<file path="config.mk">
export PLATFORM = sky130hd
export DESIGN_NAME = rnc_ctrl
export DESIGN_NICKNAME = d
export VERILOG_FILES = /design/src/hw/rnc_pkg.sv /design/src/hw/rnc_mem_if.sv /design/src/hw/rnc_arb.sv /design/src/hw/rnc_ctrl.sv /design/src/hw/rnc_pulse.sv
export SDC_FILE = /design/constraint.sdc
export NUM_CORES = 1
export LEC_CHECK = 0
export BUFFER_PORTS_ARGS = -buffer_cell sky130_fd_sc_hd__buf_2
export CORE_MARGIN = 2
export CORE_UTILIZATION = 25
export DETAILED_ROUTE_END_ITERATION = 8
export PLACE_DENSITY_LB_ADDON = 0.1
export SYNTH_ARGS = -nofsm -noshare
export SYNTH_HDL_FRONTEND = slang
export SYNTH_SLANG_ARGS = --single-unit
</file>
<file path="constraint.sdc">
create_clock -name mclk -period 3.43 [get_ports mclk]
set_input_delay 0.5145 -clock mclk [delete_from_list [all_inputs] [get_ports mclk]]
set_output_delay 0.5145 -clock mclk [all_outputs]
set_load 0.005 [all_outputs]
</file>
<file path="src/hw/rnc_pkg.sv">
// Purpose: Shared constants and types of the reset and nvmem control block
// Assumes: One clock domain, byte-wide external memory with 16-bit address
// Notes:   Offsets are byte addresses on the plain register port
package rnc_pkg;

   ////////////////////////////////////////////////////////////////////////
   // Register port
   localparam int ADDR_W = 8;
   localparam logic [7:0] OFF_CTRL = 8'h00;
   localparam logic [7:0] OFF_IRQ_STAT = 8'h04;
   localparam logic [7:0] OFF_IRQ_MASK = 8'h08;

   ////////////////////////////////////////////////////////////////////////
   // Control register field positions
   localparam int BIT_ENABLE = 31;
   localparam int OP_HI = 30;
   localparam int OP_LO = 29;
   localparam int BIT_FAIL = 28;
   localparam int BIT_MBX_RST = 27;
   localparam int BIT_FIFO_RST = 25;
   localparam int BIT_LOC_RST = 24;
   localparam int PORT_HI = 23;
   localparam int PORT_LO = 16;

   ////////////////////////////////////////////////////////////////////////
   // Interrupt status and mask layout
   localparam int IRQ_W = 2;
   localparam int IRQ_DONE = 0;
   localparam int IRQ_FAIL = 1;

   ////////////////////////////////////////////////////////////////////////
   // Reset values
   localparam logic [7:0] PORT_RST = 8'h00;
   localparam logic [15:0] NV_ADDR_RST = 16'h0000;
   localparam logic [1:0] IRQ_MASK_RST = 2'h0;
   localparam logic [31:0] RDATA_RST = 32'h0000_0000;

   ////////////////////////////////////////////////////////////////////////
   // Types
   typedef enum logic [1:0] {
      OP_ADDR_LO,
      OP_ADDR_HI,
      OP_WRITE,
      OP_READ
   } rnc_op_t;

   typedef enum logic [1:0] {
      OWN_IDLE,
      OWN_HOST,
      OWN_LOCAL
   } rnc_owner_t;

endpackage

</file>
<file path="src/hw/rnc_mem_if.sv">
// Purpose: Byte request channel toward the nvmem arbiter
// Assumes: Requester holds req until done, drops it the edge after
// Notes:   done, rdata and fail are valid in the done cycle only
`timescale 1ns/10ps
interface rnc_mem_if;
   logic req;
   logic we;
   logic [15:0] addr;
   logic [7:0] wdata;
   logic done;
   logic [7:0] rdata;
   logic fail;

   modport requester (
      output req,
      output we,
      output addr,
      output wdata,
      input done,
      input rdata,
      input fail
   );

   modport server (
      input req,
      input we,
      input addr,
      input wdata,
      output done,
      output rdata,
      output fail
   );
endinterface

</file>
<file path="src/hw/rnc_arb.sv">
// Purpose: Shares the nvmem byte engine between host and local side
// Assumes: Both requesters hold req until done; engine pulses done once
// Notes:   Alternating priority when both ask in the same cycle
`timescale 1ns/10ps
module rnc_arb (
   input wire logic mclk,
   input wire logic reset,
   rnc_mem_if.server host,
   input wire logic loc_req,
   input wire logic loc_we,
   input wire logic [15:0] loc_addr,
   input wire logic [7:0] loc_wdata,
   output logic loc_done,
   output logic [7:0] loc_rdata,
   output logic loc_fail,
   output logic eng_req,
   output logic eng_we,
   output logic [15:0] eng_addr,
   output logic [7:0] eng_wdata,
   input wire logic eng_done,
   input wire logic [7:0] eng_rdata,
   input wire logic eng_fail
);

   rnc_pkg::rnc_owner_t owner_ff;
   logic prefer_loc_ff;
   logic pick_loc;

   // Fairness: the side not served last wins a tie
   assign pick_loc = loc_req && (!host.req || prefer_loc_ff);

   always_ff @(posedge mclk or posedge reset) begin
      if (reset) begin
         owner_ff <= rnc_pkg::OWN_IDLE;
         prefer_loc_ff <= 1'b0;
      end else begin
         case (owner_ff)
            rnc_pkg::OWN_IDLE: begin
               if (pick_loc) begin
                  owner_ff <= rnc_pkg::OWN_LOCAL;
                  prefer_loc_ff <= 1'b0;
               end else if (host.req) begin
                  owner_ff <= rnc_pkg::OWN_HOST;
                  prefer_loc_ff <= 1'b1;
               end
            end
            rnc_pkg::OWN_HOST, rnc_pkg::OWN_LOCAL: begin
               if (eng_done) begin
                  owner_ff <= rnc_pkg::OWN_IDLE;
               end
            end
            default: owner_ff <= rnc_pkg::OWN_IDLE;
         endcase
      end
   end

   // Request is latched at grant so the engine sees stable fields
   always_ff @(posedge mclk or posedge reset) begin
      if (reset) begin
         eng_we <= 1'b0;
         eng_addr <= rnc_pkg::NV_ADDR_RST;
         eng_wdata <= rnc_pkg::PORT_RST;
      end else if (owner_ff == rnc_pkg::OWN_IDLE) begin
         eng_we <= pick_loc ? loc_we : host.we;
         eng_addr <= pick_loc ? loc_addr : host.addr;
         eng_wdata <= pick_loc ? loc_wdata : host.wdata;
      end
   end

   assign eng_req = (owner_ff != rnc_pkg::OWN_IDLE);
   assign host.done = eng_done && (owner_ff == rnc_pkg::OWN_HOST);
   assign loc_done = eng_done && (owner_ff == rnc_pkg::OWN_LOCAL);
   assign host.rdata = eng_rdata;
   assign loc_rdata = eng_rdata;
   assign host.fail = eng_fail;
   assign loc_fail = eng_fail;
endmodule

</file>
<file path="src/hw/rnc_ctrl.sv">
// Purpose: Host reset and nvmem control/status register with interrupts
// Assumes: Plain register port; nvmem engine and local side elsewhere
// Notes:   Contract
`timescale 1ns/10ps
module rnc_ctrl (
   input wire logic mclk,
   input wire logic reset,
   input wire logic [7:0] reg_addr,
   input wire logic [31:0] reg_wdata,
   input wire logic reg_wr,
   input wire logic reg_rd,
   output logic [31:0] reg_rdata,
   output logic irq,
   output logic mailbox_flag_reset,
   output logic read_fifo_reset,
   output logic local_side_reset_out_n,
   input wire logic loc_req,
   input wire logic loc_we,
   input wire logic [15:0] loc_addr,
   input wire logic [7:0] loc_wdata,
   output logic loc_done,
   output logic [7:0] loc_rdata,
   output logic loc_fail,
   output logic eng_req,
   output logic eng_we,
   output logic [15:0] eng_addr,
   output logic [7:0] eng_wdata,
   input wire logic eng_done,
   input wire logic [7:0] eng_rdata,
   input wire logic eng_fail
);

   typedef enum logic {
      ST_IDLE,
      ST_BUSY
   } rnc_state_t;

   function automatic logic hit(input logic [7:0] a, input logic [7:0] off);
      hit = (a == off);
   endfunction

   ////////////////////////////////////////////////////////////////////////
   // Decode

   rnc_state_t state_ff;
   rnc_pkg::rnc_op_t op_ff;
   rnc_pkg::rnc_op_t wr_op;
   logic [7:0] port_ff;
   logic [15:0] nv_addr_ff;
   logic fail_ff;
   logic loc_rst_ff;
   logic [1:0] stat_ff;
   logic [1:0] mask_ff;
   logic [1:0] stat_set;
   logic [31:0] ctrl_view;
   logic [1:0] trig;
   logic wr_ctrl;
   logic busy;
   logic start;
   logic start_rw;
   logic host_done;

   rnc_mem_if host_ch ();

   assign wr_ctrl = reg_wr && hit(reg_addr, rnc_pkg::OFF_CTRL);
   assign wr_op = rnc_pkg::rnc_op_t'(reg_wdata[rnc_pkg::OP_HI:
                                               rnc_pkg::OP_LO]);
   assign busy = (state_ff == ST_BUSY);
   // A write while busy leaves the access field alone
   assign start = wr_ctrl && reg_wdata[rnc_pkg::BIT_ENABLE] && !busy;
   assign start_rw = start && (wr_op == rnc_pkg::OP_WRITE ||
                               wr_op == rnc_pkg::OP_READ);
   assign host_done = host_ch.done;

   ////////////////////////////////////////////////////////////////////////
   // Access sequencer

   always_ff @(posedge mclk or posedge reset) begin
      if (reset) begin
         state_ff <= ST_IDLE;
      end else begin
         case (state_ff)
            ST_IDLE: begin
               if (start_rw) begin
                  state_ff <= ST_BUSY;
               end
            end
            ST_BUSY: begin
               if (host_done) begin
                  state_ff <= ST_IDLE;
               end
            end
            default: state_ff <= ST_IDLE;
         endcase
      end
   end

   always_ff @(posedge mclk or posedge reset) begin
      if (reset) begin
         op_ff <= rnc_pkg::OP_ADDR_LO;
      end else if (start) begin
         op_ff <= wr_op;
      end
   end

   // Address bytes are loaded one operation at a time
   always_ff @(posedge mclk or posedge reset) begin
      if (reset) begin
         nv_addr_ff <= rnc_pkg::NV_ADDR_RST;
      end else if (start && wr_op == rnc_pkg::OP_ADDR_LO) begin
         nv_addr_ff[7:0] <= reg_wdata[rnc_pkg::PORT_HI:rnc_pkg::PORT_LO];
      end else if (start && wr_op == rnc_pkg::OP_ADDR_HI) begin
         nv_addr_ff[15:8] <= reg_wdata[rnc_pkg::PORT_HI:rnc_pkg::PORT_LO];
      end
   end

   // Port holds the last byte given by software or fetched by a read
   always_ff @(posedge mclk or posedge reset) begin
      if (reset) begin
         port_ff <= rnc_pkg::PORT_RST;
      end else if (host_done && op_ff == rnc_pkg::OP_READ) begin
         port_ff <= host_ch.rdata;
      end else if (start) begin
         port_ff <= reg_wdata[rnc_pkg::PORT_HI:rnc_pkg::PORT_LO];
      end
   end

   always_ff @(posedge mclk or posedge reset) begin
      if (reset) begin
         fail_ff <= 1'b0;
      end else if (start_rw) begin
         fail_ff <= 1'b0;
      end else if (host_done) begin
         fail_ff <= host_ch.fail;
      end
   end

   // Request fields come straight from held state, stable while busy
   assign host_ch.req = busy;
   assign host_ch.we = (op_ff == rnc_pkg::OP_WRITE);
   assign host_ch.addr = nv_addr_ff;
   assign host_ch.wdata = port_ff;

   rnc_arb u_arb (
      .mclk(mclk),
      .reset(reset),
      .host(host_ch.server),
      .loc_req(loc_req),
      .loc_we(loc_we),
      .loc_addr(loc_addr),
      .loc_wdata(loc_wdata),
      .loc_done(loc_done),
      .loc_rdata(loc_rdata),
      .loc_fail(loc_fail),
      .eng_req(eng_req),
      .eng_we(eng_we),
      .eng_addr(eng_addr),
      .eng_wdata(eng_wdata),
      .eng_done(eng_done),
      .eng_rdata(eng_rdata),
      .eng_fail(eng_fail)
   );

   ////////////////////////////////////////////////////////////////////////
   // Reset controls

   always_ff @(posedge mclk or posedge reset) begin
      if (reset) begin
         loc_rst_ff <= 1'b0;
      end else if (wr_ctrl) begin
         loc_rst_ff <= reg_wdata[rnc_pkg::BIT_LOC_RST];
      end
   end

   assign local_side_reset_out_n = ~loc_rst_ff;

   assign trig[0] = wr_ctrl && reg_wdata[rnc_pkg::BIT_MBX_RST];
   assign trig[1] = wr_ctrl && reg_wdata[rnc_pkg::BIT_FIFO_RST];

   rnc_pulse u_pulse (
      .mclk(mclk),
      .reset(reset),
      .trig(trig),
      .pulse({read_fifo_reset, mailbox_flag_reset})
   );

   ////////////////////////////////////////////////////////////////////////
   // Interrupts

   assign stat_set[rnc_pkg::IRQ_DONE] = host_done;
   assign stat_set[rnc_pkg::IRQ_FAIL] = host_done && host_ch.fail;

   // Set wins over the clear-on-read so no event is lost
   always_ff @(posedge mclk or posedge reset) begin
      if (reset) begin
         stat_ff <= '0;
      end else if (reg_rd && hit(reg_addr, rnc_pkg::OFF_IRQ_STAT)) begin
         stat_ff <= stat_set;
      end else begin
         stat_ff <= stat_ff | stat_set;
      end
   end

   always_ff @(posedge mclk or posedge reset) begin
      if (reset) begin
         mask_ff <= rnc_pkg::IRQ_MASK_RST;
      end else if (reg_wr && hit(reg_addr, rnc_pkg::OFF_IRQ_MASK)) begin
         mask_ff <= reg_wdata[rnc_pkg::IRQ_W-1:0];
      end
   end

   assign irq = |(stat_ff & mask_ff);

   ////////////////////////////////////////////////////////////////////////
   // Read back

   // Write-only and reserved bits are simply never placed here
   always_comb begin
      ctrl_view = '0;
      ctrl_view[rnc_pkg::BIT_ENABLE] = busy;
      ctrl_view[rnc_pkg::OP_HI:rnc_pkg::OP_LO] = op_ff;
      ctrl_view[rnc_pkg::BIT_FAIL] = fail_ff;
      ctrl_view[rnc_pkg::BIT_LOC_RST] = loc_rst_ff;
      ctrl_view[rnc_pkg::PORT_HI:rnc_pkg::PORT_LO] = port_ff;
   end

   always_ff @(posedge mclk or posedge reset) begin
      if (reset) begin
         reg_rdata <= rnc_pkg::RDATA_RST;
      end else if (!reg_rd) begin
         reg_rdata <= rnc_pkg::RDATA_RST;
      end else if (hit(reg_addr, rnc_pkg::OFF_CTRL)) begin
         reg_rdata <= ctrl_view;
      end else if (hit(reg_addr, rnc_pkg::OFF_IRQ_STAT)) begin
         reg_rdata <= {30'h0000_0000, stat_ff};
      end else if (hit(reg_addr, rnc_pkg::OFF_IRQ_MASK)) begin
         reg_rdata <= {30'h0000_0000, mask_ff};
      end else begin
         reg_rdata <= rnc_pkg::RDATA_RST;
      end
   end
endmodule

</file>
<file path="src/hw/rnc_pulse.sv">
// Purpose: One-cycle registered pulses for the self-clearing reset bits
// Assumes: Trigger is the qualified register write
// Notes:   Back-to-back writes give back-to-back pulses
`timescale 1ns/10ps
module rnc_pulse (
   input wire logic mclk,
   input wire logic reset,
   input wire logic [1:0] trig,
   output logic [1:0] pulse
);

   genvar i;
   generate
      for (i = 0; i < 2; i++) begin : g_pulse
         always_ff @(posedge mclk or posedge reset) begin
            if (reset) begin
               pulse[i] <= 1'b0;
            end else begin
               pulse[i] <= trig[i];
            end
         end
      end
   endgenerate

endmodule

</file>
Yosys cells after proc, flatten, opt, wreduce, memory -nomap -nowiden
Index checks and enable logic that the tools add are counted.

storage, ports and cells
  bits in registers = 95
  input port bits = 80
  output and inout port bits = 72
  logic and storage cells = 84

operators by class
  eq/ne operators = 11
  muxes and demuxes = 21
  bitwise gates (word level) = 5
  reduce and logical (&&, ||, !) cells = 30

operators by type and width
  kind                  number
  $mux W32              2
  $mux W8               3
  $mux W16              1
  $logic_and A1 B1 Y1   15
  $mux W2               6
  $eq A2 B2 Y1 const B  5
  $eq A8 B3 Y1 const B  1
  $eq A8 B4 Y1 const B  1
  $logic_not A8 Y1      1
  $reduce_bool A2 Y1    4
  $mux W1               7
  $reduce_and A2 Y1     3
  $eq A2 B1 Y1 const B  2
  $logic_not A2 Y1      2
  $pmux W2 S2           1
  $reduce_or A2 Y1      2
  $ne A3 B2 Y1 const B  1
  $not A1 Y1            3
  $and A2 B2 Y2         1
  $logic_or A1 B1 Y1    2
  $ne A2 B2 Y1 const B  1
  $or A2 B2 Y2          1
  $pmux W1 S2           1
  $logic_not A1 Y1      1

Logic depth before layout (Yosys ltp)
Gate-level depths: netlist (run 1).

  word-level depth = 7
  gate-level depth with buffers = 7

Cells and area by module
From an unflattened synthesis (run 1), not the netlist that was laid out.

unflattened totals
  cells, all modules = 367
  area, all modules = 3842.4 um2

modules (own cells, without submodules)
  module     instances  cells an instance  area each (um2)  seq. area each (um2)
  rnc_ctrl   1          181                2180.8           1201.2
  rnc_arb    1          183                1607.8           700.7
  rnc_pulse  1          3                  53.8             50.0

Worst setup path before layout (run 1)
No wires, ideal clock.

  kind = in2reg
  start point = input port reg_addr[1]
  end point = register nv_addr_ff[10], in the netlist host_ch.addr[10]
  library setup time = 0.125 ns
  arrival time = 1.963 ns
  slack = 1.343 ns
  stages = 3
  path buffers = 0
  path through = or4_1 nor4_4 mux2_2

between the ends
  longest elaborated chain between the ends = 7

ends and longest elaborated chain
  what                                    line             RTL
  start, declared                         rnc_ctrl.sv:8    input wire logic [7:0] reg_addr,
  $logic_not A8 Y1 (*)                    rnc_ctrl.sv:39   hit = (a == off);
  $logic_and A1 B1 Y1 (*)                 rnc_ctrl.sv:65   assign wr_ctrl = reg_wr && hit(reg_addr, rnc_pkg::OFF_CTRL);
  $logic_and A1 B1 Y1 (*) (2 in a row)    rnc_ctrl.sv:70   assign start = wr_ctrl && reg_wdata[rnc_pkg::BIT_ENABLE] && !busy;
  $logic_and A1 B1 Y1                     rnc_ctrl.sv:110  end else if (start && wr_op == rnc_pkg::OP_ADDR_LO) begin
  $not A1 Y1 (no source line)             -
  $reduce_and A2 Y1 (no source line) (*)  -
  end signal, assigned                    rnc_ctrl.sv:109  nv_addr_ff <= rnc_pkg::NV_ADDR_RST;
  end signal, assigned                    rnc_ctrl.sv:113  nv_addr_ff[15:8] <= reg_wdata[rnc_pkg::PORT_HI:rnc_pkg::PORT_LO];
  end, declared                           rnc_ctrl.sv:49   logic [15:0] nv_addr_ff;

Every way passes the cells marked *; elsewhere a longest branch is shown, timed or not.
A chain may end at the register's enable or synchronous reset.

Worst setup path after layout (run 1)
  start point = register state_ff, in the netlist busy
  end point = register nv_addr_ff[15], in the netlist host_ch.addr[15]

between the ends
  longest elaborated chain between the ends = 5

ends and longest elaborated chain
  what                                    line             RTL
  start, declared                         rnc_ctrl.sv:45   rnc_state_t state_ff;
  start signal, assigned                  rnc_ctrl.sv:80   state_ff <= ST_IDLE;
  start signal, assigned                  rnc_ctrl.sv:85   state_ff <= ST_BUSY;
  start signal, assigned                  rnc_ctrl.sv:90   state_ff <= ST_IDLE;
  $logic_not A1 Y1 (*)                    rnc_ctrl.sv:70
  $logic_and A1 B1 Y1 (*)                 rnc_ctrl.sv:70
  $logic_and A1 B1 Y1                     rnc_ctrl.sv:110
  $not A1 Y1 (no source line)             -
  $reduce_and A2 Y1 (no source line) (*)  -

Marked as above.

==> impl_metrics.sql, run 1 <==
INSERT INTO impl_metrics (metric_group, metric, value, unit) VALUES
('power', 'total_power', '2.72', 'mW'),
('global_route', 'grt_antenna_before_repair', '1', ''),
('sta', 'final_max_slew_viol_count', '0', ''),
('floorplanning', 'die_area', '15100', 'um2'),
('setup_path', 'critical_path.max_stage_delay', '0.63', 'ns'),
('floorplanning', 'effective_utilization_at_floorplan', '0.255', ''),
('setup_path', 'cp_data_arrival_time', '2.49', 'ns'),
('clocking', 'holdBufCountCts', '0', ''),
('global_route', 'grt_util_all_layers', '0.141', ''),
('sta', 'setup_viol', '0', ''),
('setup_path', 'biggest_fanout_along_the_worst_timing_path', '10', ''),
('drt', 'drc_violation_count_after_routing', '0', ''),
('setup_path', 'crit_slowest_cell', 'or4b_4', ''),
('power', 'power.switching_fraction', '0.287', ''),
('power', 'power_per_cell_area', '598', 'nW/um2'),
('synthesis', 'top_flip_flop_cell_by_instance_count_after_synthesis', 'dfrtp_1', ''),
('power', 'cellInternalPower', '1.94', 'mW'),
('synthesis', 'postSynthCellCount', '293', ''),
('drt', 'detail_route.iter0.violations', '98', ''),
('placement', 'io_buffer_count', '118', ''),
('hold_path', 'timing.hold.worst.class', 'in -> async', ''),
('sta', 'final.min_clock_period', '2.27', 'ns'),
('setup_path', 'startpoint_of_the_worst_register_to_register_path', 'busy$_DFF_PP0_', ''),
('clocking', 'clkSinkCount', '78', ''),
('clocking', 'clkTransAtPathRegs', '0.06', 'ns'),
('floorplanning', 'die_y', '123', 'um'),
('global_route', 'grt_pass1_vias', '2780', ''),
('floorplanning', 'io-pin-count', '152', ''),
('sta', 'final-hold-violation-count', '0', ''),
('synthesis', 'warnings_from_yosys', '0', ''),
('clocking', 'post_cts_resize_count', '0', ''),
('setup_path', 'crit_buf_inv', '0', ''),
('drt', 'detailroute.via_count', '2637', ''),
('drt', 'wl_met2', '4.72', 'mm'),
('clocking', 'clock_tree.root_cell', 'clkbuf_16', ''),
('clocking', 'insertion_delay', '0.34', 'ns'),
('synthesis', 'share_of_synthesized_registers_carrying_an_async_set_or_reset', '1.00', ''),
('setup_path', 'path_class', 'reg -> reg', ''),
('synthesis', 'ys_seq_elements', '78', ''),
('global_route', 'grt_first_pass_wirelength', '15.5', 'mm'),
('power', 'power.ir.vdd_worst', '0.222', 'mV'),
('clocking', 'clk_path_buf_depth', '2', ''),
('placement', 'place_congestion', '0.750', ''),
('clocking', 'cts_post_setup_buffers_inserted', '0', ''),
('power', 'p_leak', '2.32', 'nW'),
('sta', 'maxSlewHeadroom', '0.355', ''),
('run_status', 'outcome', 'finished, final reports clean', ''),
('sta', 'timing.final.crit_share', '0.662', ''),
('placement', 'detailedPlacementHpwl', '7.42', 'mm'),
('power', 'combinationalPowerShare', '0.222', ''),
('drt', 'routed_via_count_divided_by_cell_count', '4.46', ''),
('floorplanning', 'core.rowCount', '43', ''),
('synthesis', 'synthMostInstantiatedCell', 'dfrtp_1', ''),
('synthesis', 'synth_area', '3540', 'um2'),
('final_layout', 'multi_input_area', '1380', 'um2'),
('final_layout', 'layout_nets', '488', ''),
('setup_path', 'worst_path_dominant_cell_family', 'simple AND/OR/NAND/NOR gates', ''),
('synthesis', 'yosys-top-cells-count', '78 x dfrtp_1, 29 x nor2b_1, 26 x buf_4, 25 x a221o_1, 20 x mux2_2', ''),
('setup_path', 'worstPathCellList', 'or4b_4 -> nor4_4 -> mux2_2', ''),
('drt', 'drt_wl_total', '10.3', 'mm'),
('sta', 'finalSetupTns', '0', 'ns'),
('sta', 'fmax', '441', 'MHz'),
('clocking', 'numCtsBuffers', '9', ''),
('synthesis', 'most_area_hungry_cell_type_in_the_yosys_netlist', 'dfrtp_1', ''),
('floorplanning', 'coreArea', '13900', 'um2'),
('synthesis', 'synth_top_area_cells', 'dfrtp_1 55%, a221o_1 7.1%, mux2_2 6.4%, buf_4 5.5%, nor2b_1 5.1%', ''),
('power', 'clockPowerShare', '0.365', ''),
('flow_run', 'max_cap_violations', '0', ''),
('floorplanning', 'die_width', '123', 'um'),
('clocking', 'cts_tree', 'built', ''),
('setup_path', 'startpoint_type', 'flip-flop', '');
-- cell families (layout without fill, tap and decap cells) --
group | after synthesis | count (layout) | share of synthesized area
compound gates | 56 | 56 | 0.134
simple gates | 87 | 87 | 0.155
flops | 78 | 78 | 0.551
fa+ha+maj | 3 | 3 | 0.0106
mux | 21 | 21 | 0.0664
other cells | 1 | 18 | 0.00106
buf+inv | 47 | 148 | 0.0816
-- path summary, 6_finish.rpt --
kind / end / slack [ns] / depth (start not counted)
worst max-delay path: host_ch.addr[15]$_DFFE_PP0P_ / 1.16 / 3
worst max register to register: host_ch.addr[15]$_DFFE_PP0P_ / 1.16 / 3
worst min-delay path: u_arb.eng_addr[11]$_DFFE_PP0N_ / 0.35 / 2
worst min register to register: reg_rdata[28]$_DFF_PP0_ / 0.48 / 1
max in group asynchronous: fail_ff$_DFFE_PP0P_ / 2.32 / 3
min in group mclk: u_arb.eng_addr[1]$_DFFE_PP0N_ / 0.40 / 2
-- stage by stage --
stage                     utilization  setup slack, ns  cell area (um2)  hold slack [ns]  cells
after floorplan                     -            0.920             3600            0.442    309
after global placement          0.305            0.919             4230            0.456    574
after detailed placement        0.305            0.911             4230            0.473    574
after CTS                       0.327             1.13             4540            0.390    590
after global routing            0.327             1.06             4540            0.395    590
final                           0.327             1.16             4540            0.352    591
-- state kept, by name (all words and copies together) (netlist names) --
signal and count:
busy 1, fail_ff 1, host_ch.addr 16, host_ch.wdata 8, loc_rst_ff 1, mask_ff 2
op_ff 2, reg_rdata 15, stat_ff 2, u_arb.eng_addr 16, u_arb.eng_wdata 8, u_arb.eng_we 1
u_arb.owner_ff 2, u_arb.prefer_loc_ff 1, u_pulse.pulse 2
-- power by group through the flow --
stage / sequential (mW) / clock, mW / combinational (mW)
final: 1.12 / 0.990 / 0.603
after global routing: 1.14 / 1.06 / 0.677
after CTS: 1.12 / 1.02 / 0.616
after detailed placement: 1.14 / 0 / 0.616
after global placement: 1.14 / 0 / 0.611
after floorplan: 1.13 / 0 / 0.346
-- cells in the final DEF, fill, tap and decap left out, types with 3 or more instances in the layout --
cell       synthesis  routed
o31ai_1            9       9
and2_1            14      14
dfrtp_1           78      78
a22o_1             4       4
nor2_1            14      14
inv_1              5       4
and3_1             3       3
conb_1             1      17
clkinv_2           0       3
buf_2              0     118
a31oi_1           10      10
nand2b_1           3       3
ha_1               3       3
buf_4             26       9
nand4_1           10      10
nor2b_1           29      29
mux2_2            20      20
clkbuf_16          0       9
a221o_1           25      25
-- layout make-up --
class,count,share of cell area
multi-input cells,184,0.303
well taps,180,0.0496
inverters,5,0.00441
flip-flops and latches,78,0.430
diodes,1,0.000551
clock inverters,5,0.0124
repair buffers,127,0.145
clock buffers,11,0.0556
-- layer usage --
layer	track usage	up-vias
li1	-	1259
met2	0.217	95
met4	0.0661	0
met3	0.0341	17
met1	0.187	1266
met5	0	-
(Power assumes the default switching activity.)
==> inputs of run 2 (changes only) <==
Clock period 3.43 ns to 2.1 ns, I/O delays scaled along.
==> impl_metrics.sql, run 2 (synthesis results as in run 1) <==
INSERT INTO impl_metrics (metric_group, metric, value, unit) VALUES
('sta', 'final-hold-violation-count', '0', ''),
('floorplanning', 'io-pin-count', '152', ''),
('power', 'clockPowerShare', '0.356', ''),
('setup_path', 'worstSetupEndpointType', 'flip-flop', ''),
('global_route', 'grt_pass1_vias', '2744', ''),
('clocking', 'cts_post_setup_buffers_inserted', '0', ''),
('sta', 'fin_worst_skew', '0.00450', 'ns'),
('sta', 'timing_worst_slew_pin_value', '0.619', 'ns'),
('floorplanning', 'coreArea', '13900', 'um2'),
('final_layout', 'layout_nets', '498', ''),
('placement', 'io_buffer_count', '118', ''),
('drt', 'detailedRoute.firstPassIterationCount', '4', ''),
('clocking', 'clock_tree.root_cell', 'clkbuf_16', ''),
('power', 'power.ir.vdd_worst', '0.456', 'mV'),
('global_route', 'gr-total-overflow', '0', ''),
('placement', 'dpl_cell_area', '4360', 'um2'),
('power', 'share_of_power_burned_in_registers', '0.413', ''),
('final_layout', 'drive_above_1_share', '0.434', ''),
('drt', 'drc_violation_count_after_routing', '0', ''),
('setup_path', 'path_class', 'reg -> reg', ''),
('global_route', 'grt_util_all_layers', '0.139', ''),
('sta', 'setup_viol', '0', ''),
('clocking', 'insertion_delay', '0.33', 'ns'),
('drt', 'detailroute.via_count', '2700', ''),
('power', 'combinationalPowerShare', '0.231', ''),
('drt', 'detail_route.wl_per_cell', '17.4', 'um'),
('final_layout', 'layout.cells.most_common', 'buf_2', ''),
('placement', 'dp.cells', '584', ''),
('power', 'p_switching', '1.26', 'mW'),
('setup_path', 'crit_required', '2.32', 'ns'),
('global_route', 'grt_first_pass_wirelength', '15.4', 'mm'),
('global_route', 'grt_max_degree', '30', ''),
('clocking', 'clkTransAtPathRegs', '0.06', 'ns'),
('final_layout', 'p_r_area_growth_vs_syn', '31.6', '%'),
('sta', 'rsz0062_at_grt', 'no', ''),
('clocking', 'post_cts_resize_count', '0', ''),
('power', 'cellInternalPower', '3.20', 'mW'),
('clocking', 'clkSinkCount', '78', ''),
('clocking', 'cts_max_level', '3', ''),
('placement', 'detailedPlacementHpwl', '7.68', 'mm'),
('final_layout', 'fillCellCount', '1414', ''),
('drt', 'antenna_left', '0', ''),
('sta', 'final_max_slew_viol_count', '0', ''),
('floorplanning', 'die_y', '123', 'um'),
('sta', 'maxSlewHeadroom', '0.586', ''),
('floorplanning', 'core.rowCount', '43', ''),
('final_layout', 'final-instance-count-excl-fill', '599', ''),
('sta', 'timing.final.crit_share', '0.858', ''),
('final_layout', 'final_cell_mix', '118 x buf_2, 78 x dfrtp_1, 29 x nor2b_1, 25 x a221o_1, 20 x mux2_2', ''),
('drt', 'drt_wl_total', '10.4', 'mm'),
('hold_path', 'timing.hold.worst.class', 'in -> async', ''),
('clocking', 'numCtsBuffers', '9', ''),
('setup_path', 'startpoint_type', 'flip-flop', ''),
('setup_path', 'cp_data_arrival_time', '2.03', 'ns'),
('clocking', 'clk_path_buf_depth', '2', ''),
('final_layout', 'antenna-diode-count', '0', ''),
('final_layout', 'final_area', '4660', 'um2'),
('flow_run', 'max_cap_violations', '0', ''),
('placement', 'place_congestion', '0.765', ''),
('power', 'power.switching_fraction', '0.283', ''),
('floorplanning', 'die_width', '123', 'um'),
('sta', 'fmax', '555', 'MHz'),
('drt', 'detail_route.iter0.violations', '136', ''),
('floorplanning', 'effective_utilization_at_floorplan', '0.255', ''),
('global_route', 'grt_antenna_before_repair', '1', ''),
('drt', 'routed_via_count_divided_by_cell_count', '4.51', ''),
('run_status', 'outcome', 'finished, final reports clean', ''),
('floorplanning', 'die_area', '15100', 'um2'),
('setup_path', 'biggest_fanout_along_the_worst_timing_path', '8', ''),
('sta', 'finalSetupTns', '0', 'ns'),
('clocking', 'cts_tree', 'built', ''),
('clocking', 'holdBufCountCts', '0', ''),
('sta', 'final.min_clock_period', '1.80', 'ns'),
('power', 'p_leak', '2.38', 'nW'),
('power', 'power_per_cell_area', '957', 'nW/um2');
==> run 2: power by group through the flow <==
stage / Clock (mW) / Sequential, mW / Combinational, mW
finish: 1.59 / 1.84 / 1.03
global route: 1.69 / 1.87 / 1.16
CTS: 1.62 / 1.84 / 1.06
detailed placement: 0 / 1.86 / 1.06
global placement: 0 / 1.86 / 1.05
floorplan: 0 / 1.85 / 0.565
==> run 2: routing by layer <==
| layer | up-vias | wire length, um | track usage |
|---|---|---|---|
| li1 | 1274 | - | - |
| met1 | 1315 | 4740 | 0.188 |
| met2 | 93 | 4850 | 0.218 |
| met3 | 16 | 621 | 0.0304 |
| met4 | 2 | 195 | 0.0526 |
| met5 | - | 13 | 0 |
==> run 2: path summary, 6_finish.rpt <==
check	from	to	slack (ns)	depth (start not counted)
max reg2reg	busy$_DFF_PP0_	host_ch.addr[9]$_DFFE_PP0P_	0.30	4
max in group asynchronous	reset	u_arb.eng_addr[10]$_DFFE_PP0N_	1.50	3
min	reset	u_arb.eng_wdata[6]$_DFFE_PP0N_	0.05	2
max	busy$_DFF_PP0_	host_ch.addr[9]$_DFFE_PP0P_	0.30	4
min in group mclk	loc_addr[0]	u_arb.eng_addr[0]$_DFFE_PP0N_	0.20	2
min reg2reg	u_arb.prefer_loc_ff$_DFFE_PP0P_	u_arb.prefer_loc_ff$_DFFE_PP0P_	0.48	1
==> run 2: critical path, stage by stage (launching register included) <==
cell,delay [ns]
dfrtp_1,0.39
or4b_4,0.51
nor4_4,0.28
buf_12,0.17
mux2_2,0.33
==> run 2: layout make-up <==
| type | instances | area (um2) | share of cell area |
|---|---|---|---|
| flip-flops and latches | 78 | 1950 | 0.419 |
| clock buffers | 12 | 256 | 0.0551 |
| multi-input cells | 184 | 1380 | 0.295 |
| well taps | 180 | 225 | 0.0483 |
| repair buffers | 137 | 783 | 0.168 |
| inverters | 5 | 22.5 | 0.00483 |
| clock inverters | 3 | 43.8 | 0.00940 |
==> run 2: through the flow <==
step | worst slack, ns | total power, mW | utilization | hold slack [ns]
finish | 0.297 | 4.46 | 0.336 | 0.0494
global route | 0.246 | 4.72 | 0.336 | 0.100
detailed placement | 0.0548 | 2.92 | 0.314 | 0.437
floorplan | 0.0957 | 2.42 | - | 0.402
CTS | 0.289 | 4.52 | 0.336 | 0.0723
global placement | 0.0510 | 2.91 | 0.314 | 0.429
==> inputs of run 3 (changes only) <==
Settings changed: PLACE_DENSITY_LB_ADDON 0.1 to unset.
==> impl_metrics.sql, run 3 (synthesis results as in run 1) <==
INSERT INTO impl_metrics (metric_group, metric, value, unit) VALUES
('clocking', 'cts_tree', 'built', ''),
('placement', 'place_congestion', '0.898', ''),
('final_layout', 'final_area', '4660', 'um2'),
('setup_path', 'crit_slowest_cell', 'or4b_4', ''),
('final_layout', 'finalCoreUtilization', '0.336', ''),
('floorplanning', 'effective_utilization_at_floorplan', '0.255', ''),
('clocking', 'insertion_delay', '0.34', 'ns'),
('clocking', 'clkTransAtPathRegs', '0.06', 'ns'),
('final_layout', 'seqCellArea', '1950', 'um2'),
('setup_path', 'cp_data_arrival_time', '2.02', 'ns'),
('sta', 'finalSetupTns', '0', 'ns'),
('global_route', 'grt_antenna_before_repair', '0', ''),
('placement', 'dp_slack', '0.0733', 'ns'),
('sta', 'fin_worst_skew', '0.0106', 'ns'),
('placement', 'detailedPlacementHpwl', '7.42', 'mm'),
('setup_path', 'worstReg2RegEnd', 'host_ch.addr[13]$_DFFE_PP0P_', ''),
('sta', 'fmax', '555', 'MHz'),
('setup_path', 'biggest_fanout_along_the_worst_timing_path', '8', ''),
('clocking', 'clk_path_buf_depth', '2', ''),
('final_layout', 'layout_nets', '498', ''),
('final_layout', 'p_r_area_growth_vs_syn', '31.7', '%'),
('drt', 'drc_violation_count_after_routing', '0', ''),
('clocking', 'cts_max_level', '3', ''),
('sta', 'final-hold-violation-count', '0', ''),
('drt', 'detail_route.iter0.violations', '116', ''),
('clocking', 'holdBufCountCts', '1', ''),
('setup_path', 'worstPathCellList', 'or4b_4 -> nor4_4 -> buf_12 -> mux2_2', ''),
('clocking', 'post_cts_resize_count', '0', ''),
('setup_path', 'worstSetupEndpointType', 'flip-flop', ''),
('sta', 'final.min_clock_period', '1.80', 'ns'),
('hold_path', 'timing.hold.worst.class', 'in -> reg', ''),
('global_route', 'grt_pass1_vias', '2653', ''),
('setup_path', 'crit_required', '2.31', 'ns'),
('global_route', 'grt_max_degree', '31', ''),
('global_route', 'gr-total-overflow', '0', ''),
('clocking', 'cts_post_setup_buffers_inserted', '0', ''),
('clocking', 'clock_tree.root_cell', 'clkbuf_16', ''),
('final_layout', 'final_cell_mix', '118 x buf_2, 78 x dfrtp_1, 29 x nor2b_1, 25 x a221o_1, 20 x mux2_2', ''),
('final_layout', 'layout.cells.most_common', 'buf_2', ''),
('setup_path', 'critical_path.max_stage_delay', '0.51', 'ns'),
('hold_path', 'hold-path-endpoint', 'u_arb.eng_addr[15]$_DFFE_PP0N_', ''),
('global_route', 'grt_util_all_layers', '0.131', ''),
('power', 'power.ir.vdd_worst', '0.454', 'mV'),
('clocking', 'clkSinkCount', '78', ''),
('setup_path', 'path_class', 'reg -> reg', ''),
('final_layout', 'antenna-diode-count', '0', ''),
('floorplanning', 'core.rowCount', '43', ''),
('final_layout', 'final-instance-count-excl-fill', '600', ''),
('sta', 'minimum_setup_slack_in_the_final_design', '0.297', 'ns'),
('power', 'p_leak', '2.38', 'nW'),
('drt', 'antenna_left', '0', ''),
('sta', 'holdWs', '0.203', 'ns'),
('setup_path', 'startpoint_type', 'flip-flop', ''),
('setup_path', 'startpoint_of_the_worst_register_to_register_path', 'busy$_DFF_PP0_', ''),
('floorplanning', 'die_width', '123', 'um'),
('flow_run', 'max_cap_violations', '0', ''),
('floorplanning', 'die_y', '123', 'um'),
('sta', 'setup_viol', '0', ''),
('sta', 'final_max_slew_viol_count', '0', ''),
('run_status', 'outcome', 'finished, final reports clean', ''),
('placement', 'dpl_cell_area', '4320', 'um2'),
('floorplanning', 'coreArea', '13900', 'um2'),
('drt', 'detailroute.via_count', '2751', ''),
('final_layout', 'fillCellCount', '1409', ''),
('setup_path', 'worstRegToRegCells', '4', ''),
('hold_path', 'min-delay-start', 'loc_addr[15]', ''),
('sta', 'rsz0062_at_grt', 'no', ''),
('setup_path', 'reg2reg_slack', '0.30', 'ns'),
('final_layout', 'drive_above_1_share', '0.433', ''),
('floorplanning', 'io-pin-count', '152', ''),
('placement', 'dp.cells', '583', ''),
('floorplanning', 'die_area', '15100', 'um2'),
('hold_path', 'whs_path_depth', '2', ''),
('drt', 'routed_via_count_divided_by_cell_count', '4.59', ''),
('sta', 'timing.final.crit_share', '0.858', ''),
('power', 'power_per_cell_area', '981', 'nW/um2'),
('power', 'total_power', '4.58', 'mW'),
('setup_path', 'startpoint', 'busy$_DFF_PP0_', ''),
('drt', 'detail_route.wl_per_cell', '16.4', 'um'),
('placement', 'io_buffer_count', '118', ''),
('drt', 'detailedRoute.firstPassIterationCount', '4', ''),
('final_layout', 'multi_input_area', '1370', 'um2'),
('clocking', 'numCtsBuffers', '9', ''),
('drt', 'drt_wl_total', '9.84', 'mm'),
('global_route', 'grt_first_pass_wirelength', '14.6', 'mm');
-- run 3: changes by cell type in the layout (fill, tap and decap cells not counted), sizes merged --
cell         before  now
clkbuf           12   11
clkinvlp          1    2
bufinv            1    2
dlygate4sd3       0    1
buf             137  136
-- run 3: worst max path at each step --
stage                                              end  depth (start not counted)  slack (ns)
after floorplan           host_ch.addr[10]$_DFFE_PP0P_                          5         0.1
after CTS                 host_ch.addr[13]$_DFFE_PP0P_                          4        0.29
after detailed placement  host_ch.addr[13]$_DFFE_PP0P_                          5        0.07
after global placement     host_ch.addr[8]$_DFFE_PP0P_                          5        0.07
final                     host_ch.addr[13]$_DFFE_PP0P_                          4        0.30
after global routing      host_ch.addr[13]$_DFFE_PP0P_                          4        0.25
-- run 3: area by class of cell --
type / instances / share of cell area
Clock buffer: 11 / 0.0542
Clock inverter: 5 / 0.0174
Inverter: 5 / 0.00483
Multi-Input combinational cell: 184 / 0.294
Sequential cell: 78 / 0.418
Tap cell: 180 / 0.0483
Timing Repair Buffer: 137 / 0.163
-- run 3: report_power, final --
| part | internal (mW) | switching [mW] | leakage, nW |
|---|---|---|---|
| combinational | 0.486 | 0.531 | 1.17 |
| sequential | 1.72 | 0.122 | 1.05 |
| clock | 1.11 | 0.613 | 0.162 |
| total | 3.31 | 1.27 | 2.38 |
-- run 3: routing by layer --
layer,vias up,wire length (um),track usage,share of wire
met2,117,4620,0.203,0.47
met5,-,0,0,0
met3,14,620,0.0332,0.063
li1,1277,-,-,-
met1,1343,4390,0.175,0.45
met4,0,214,0.0533,0.022
-- run 3: worst max-delay path, delay by kind of cell (launching register included) --
| family | cells | cell delay, ns |
|---|---|---|
| buffers and inverters | 1 | 0.17 |
| AND/OR/NAND/NOR | 2 | 0.79 |
| multiplexers | 1 | 0.33 |
| flip-flops | 1 | 0.39 |
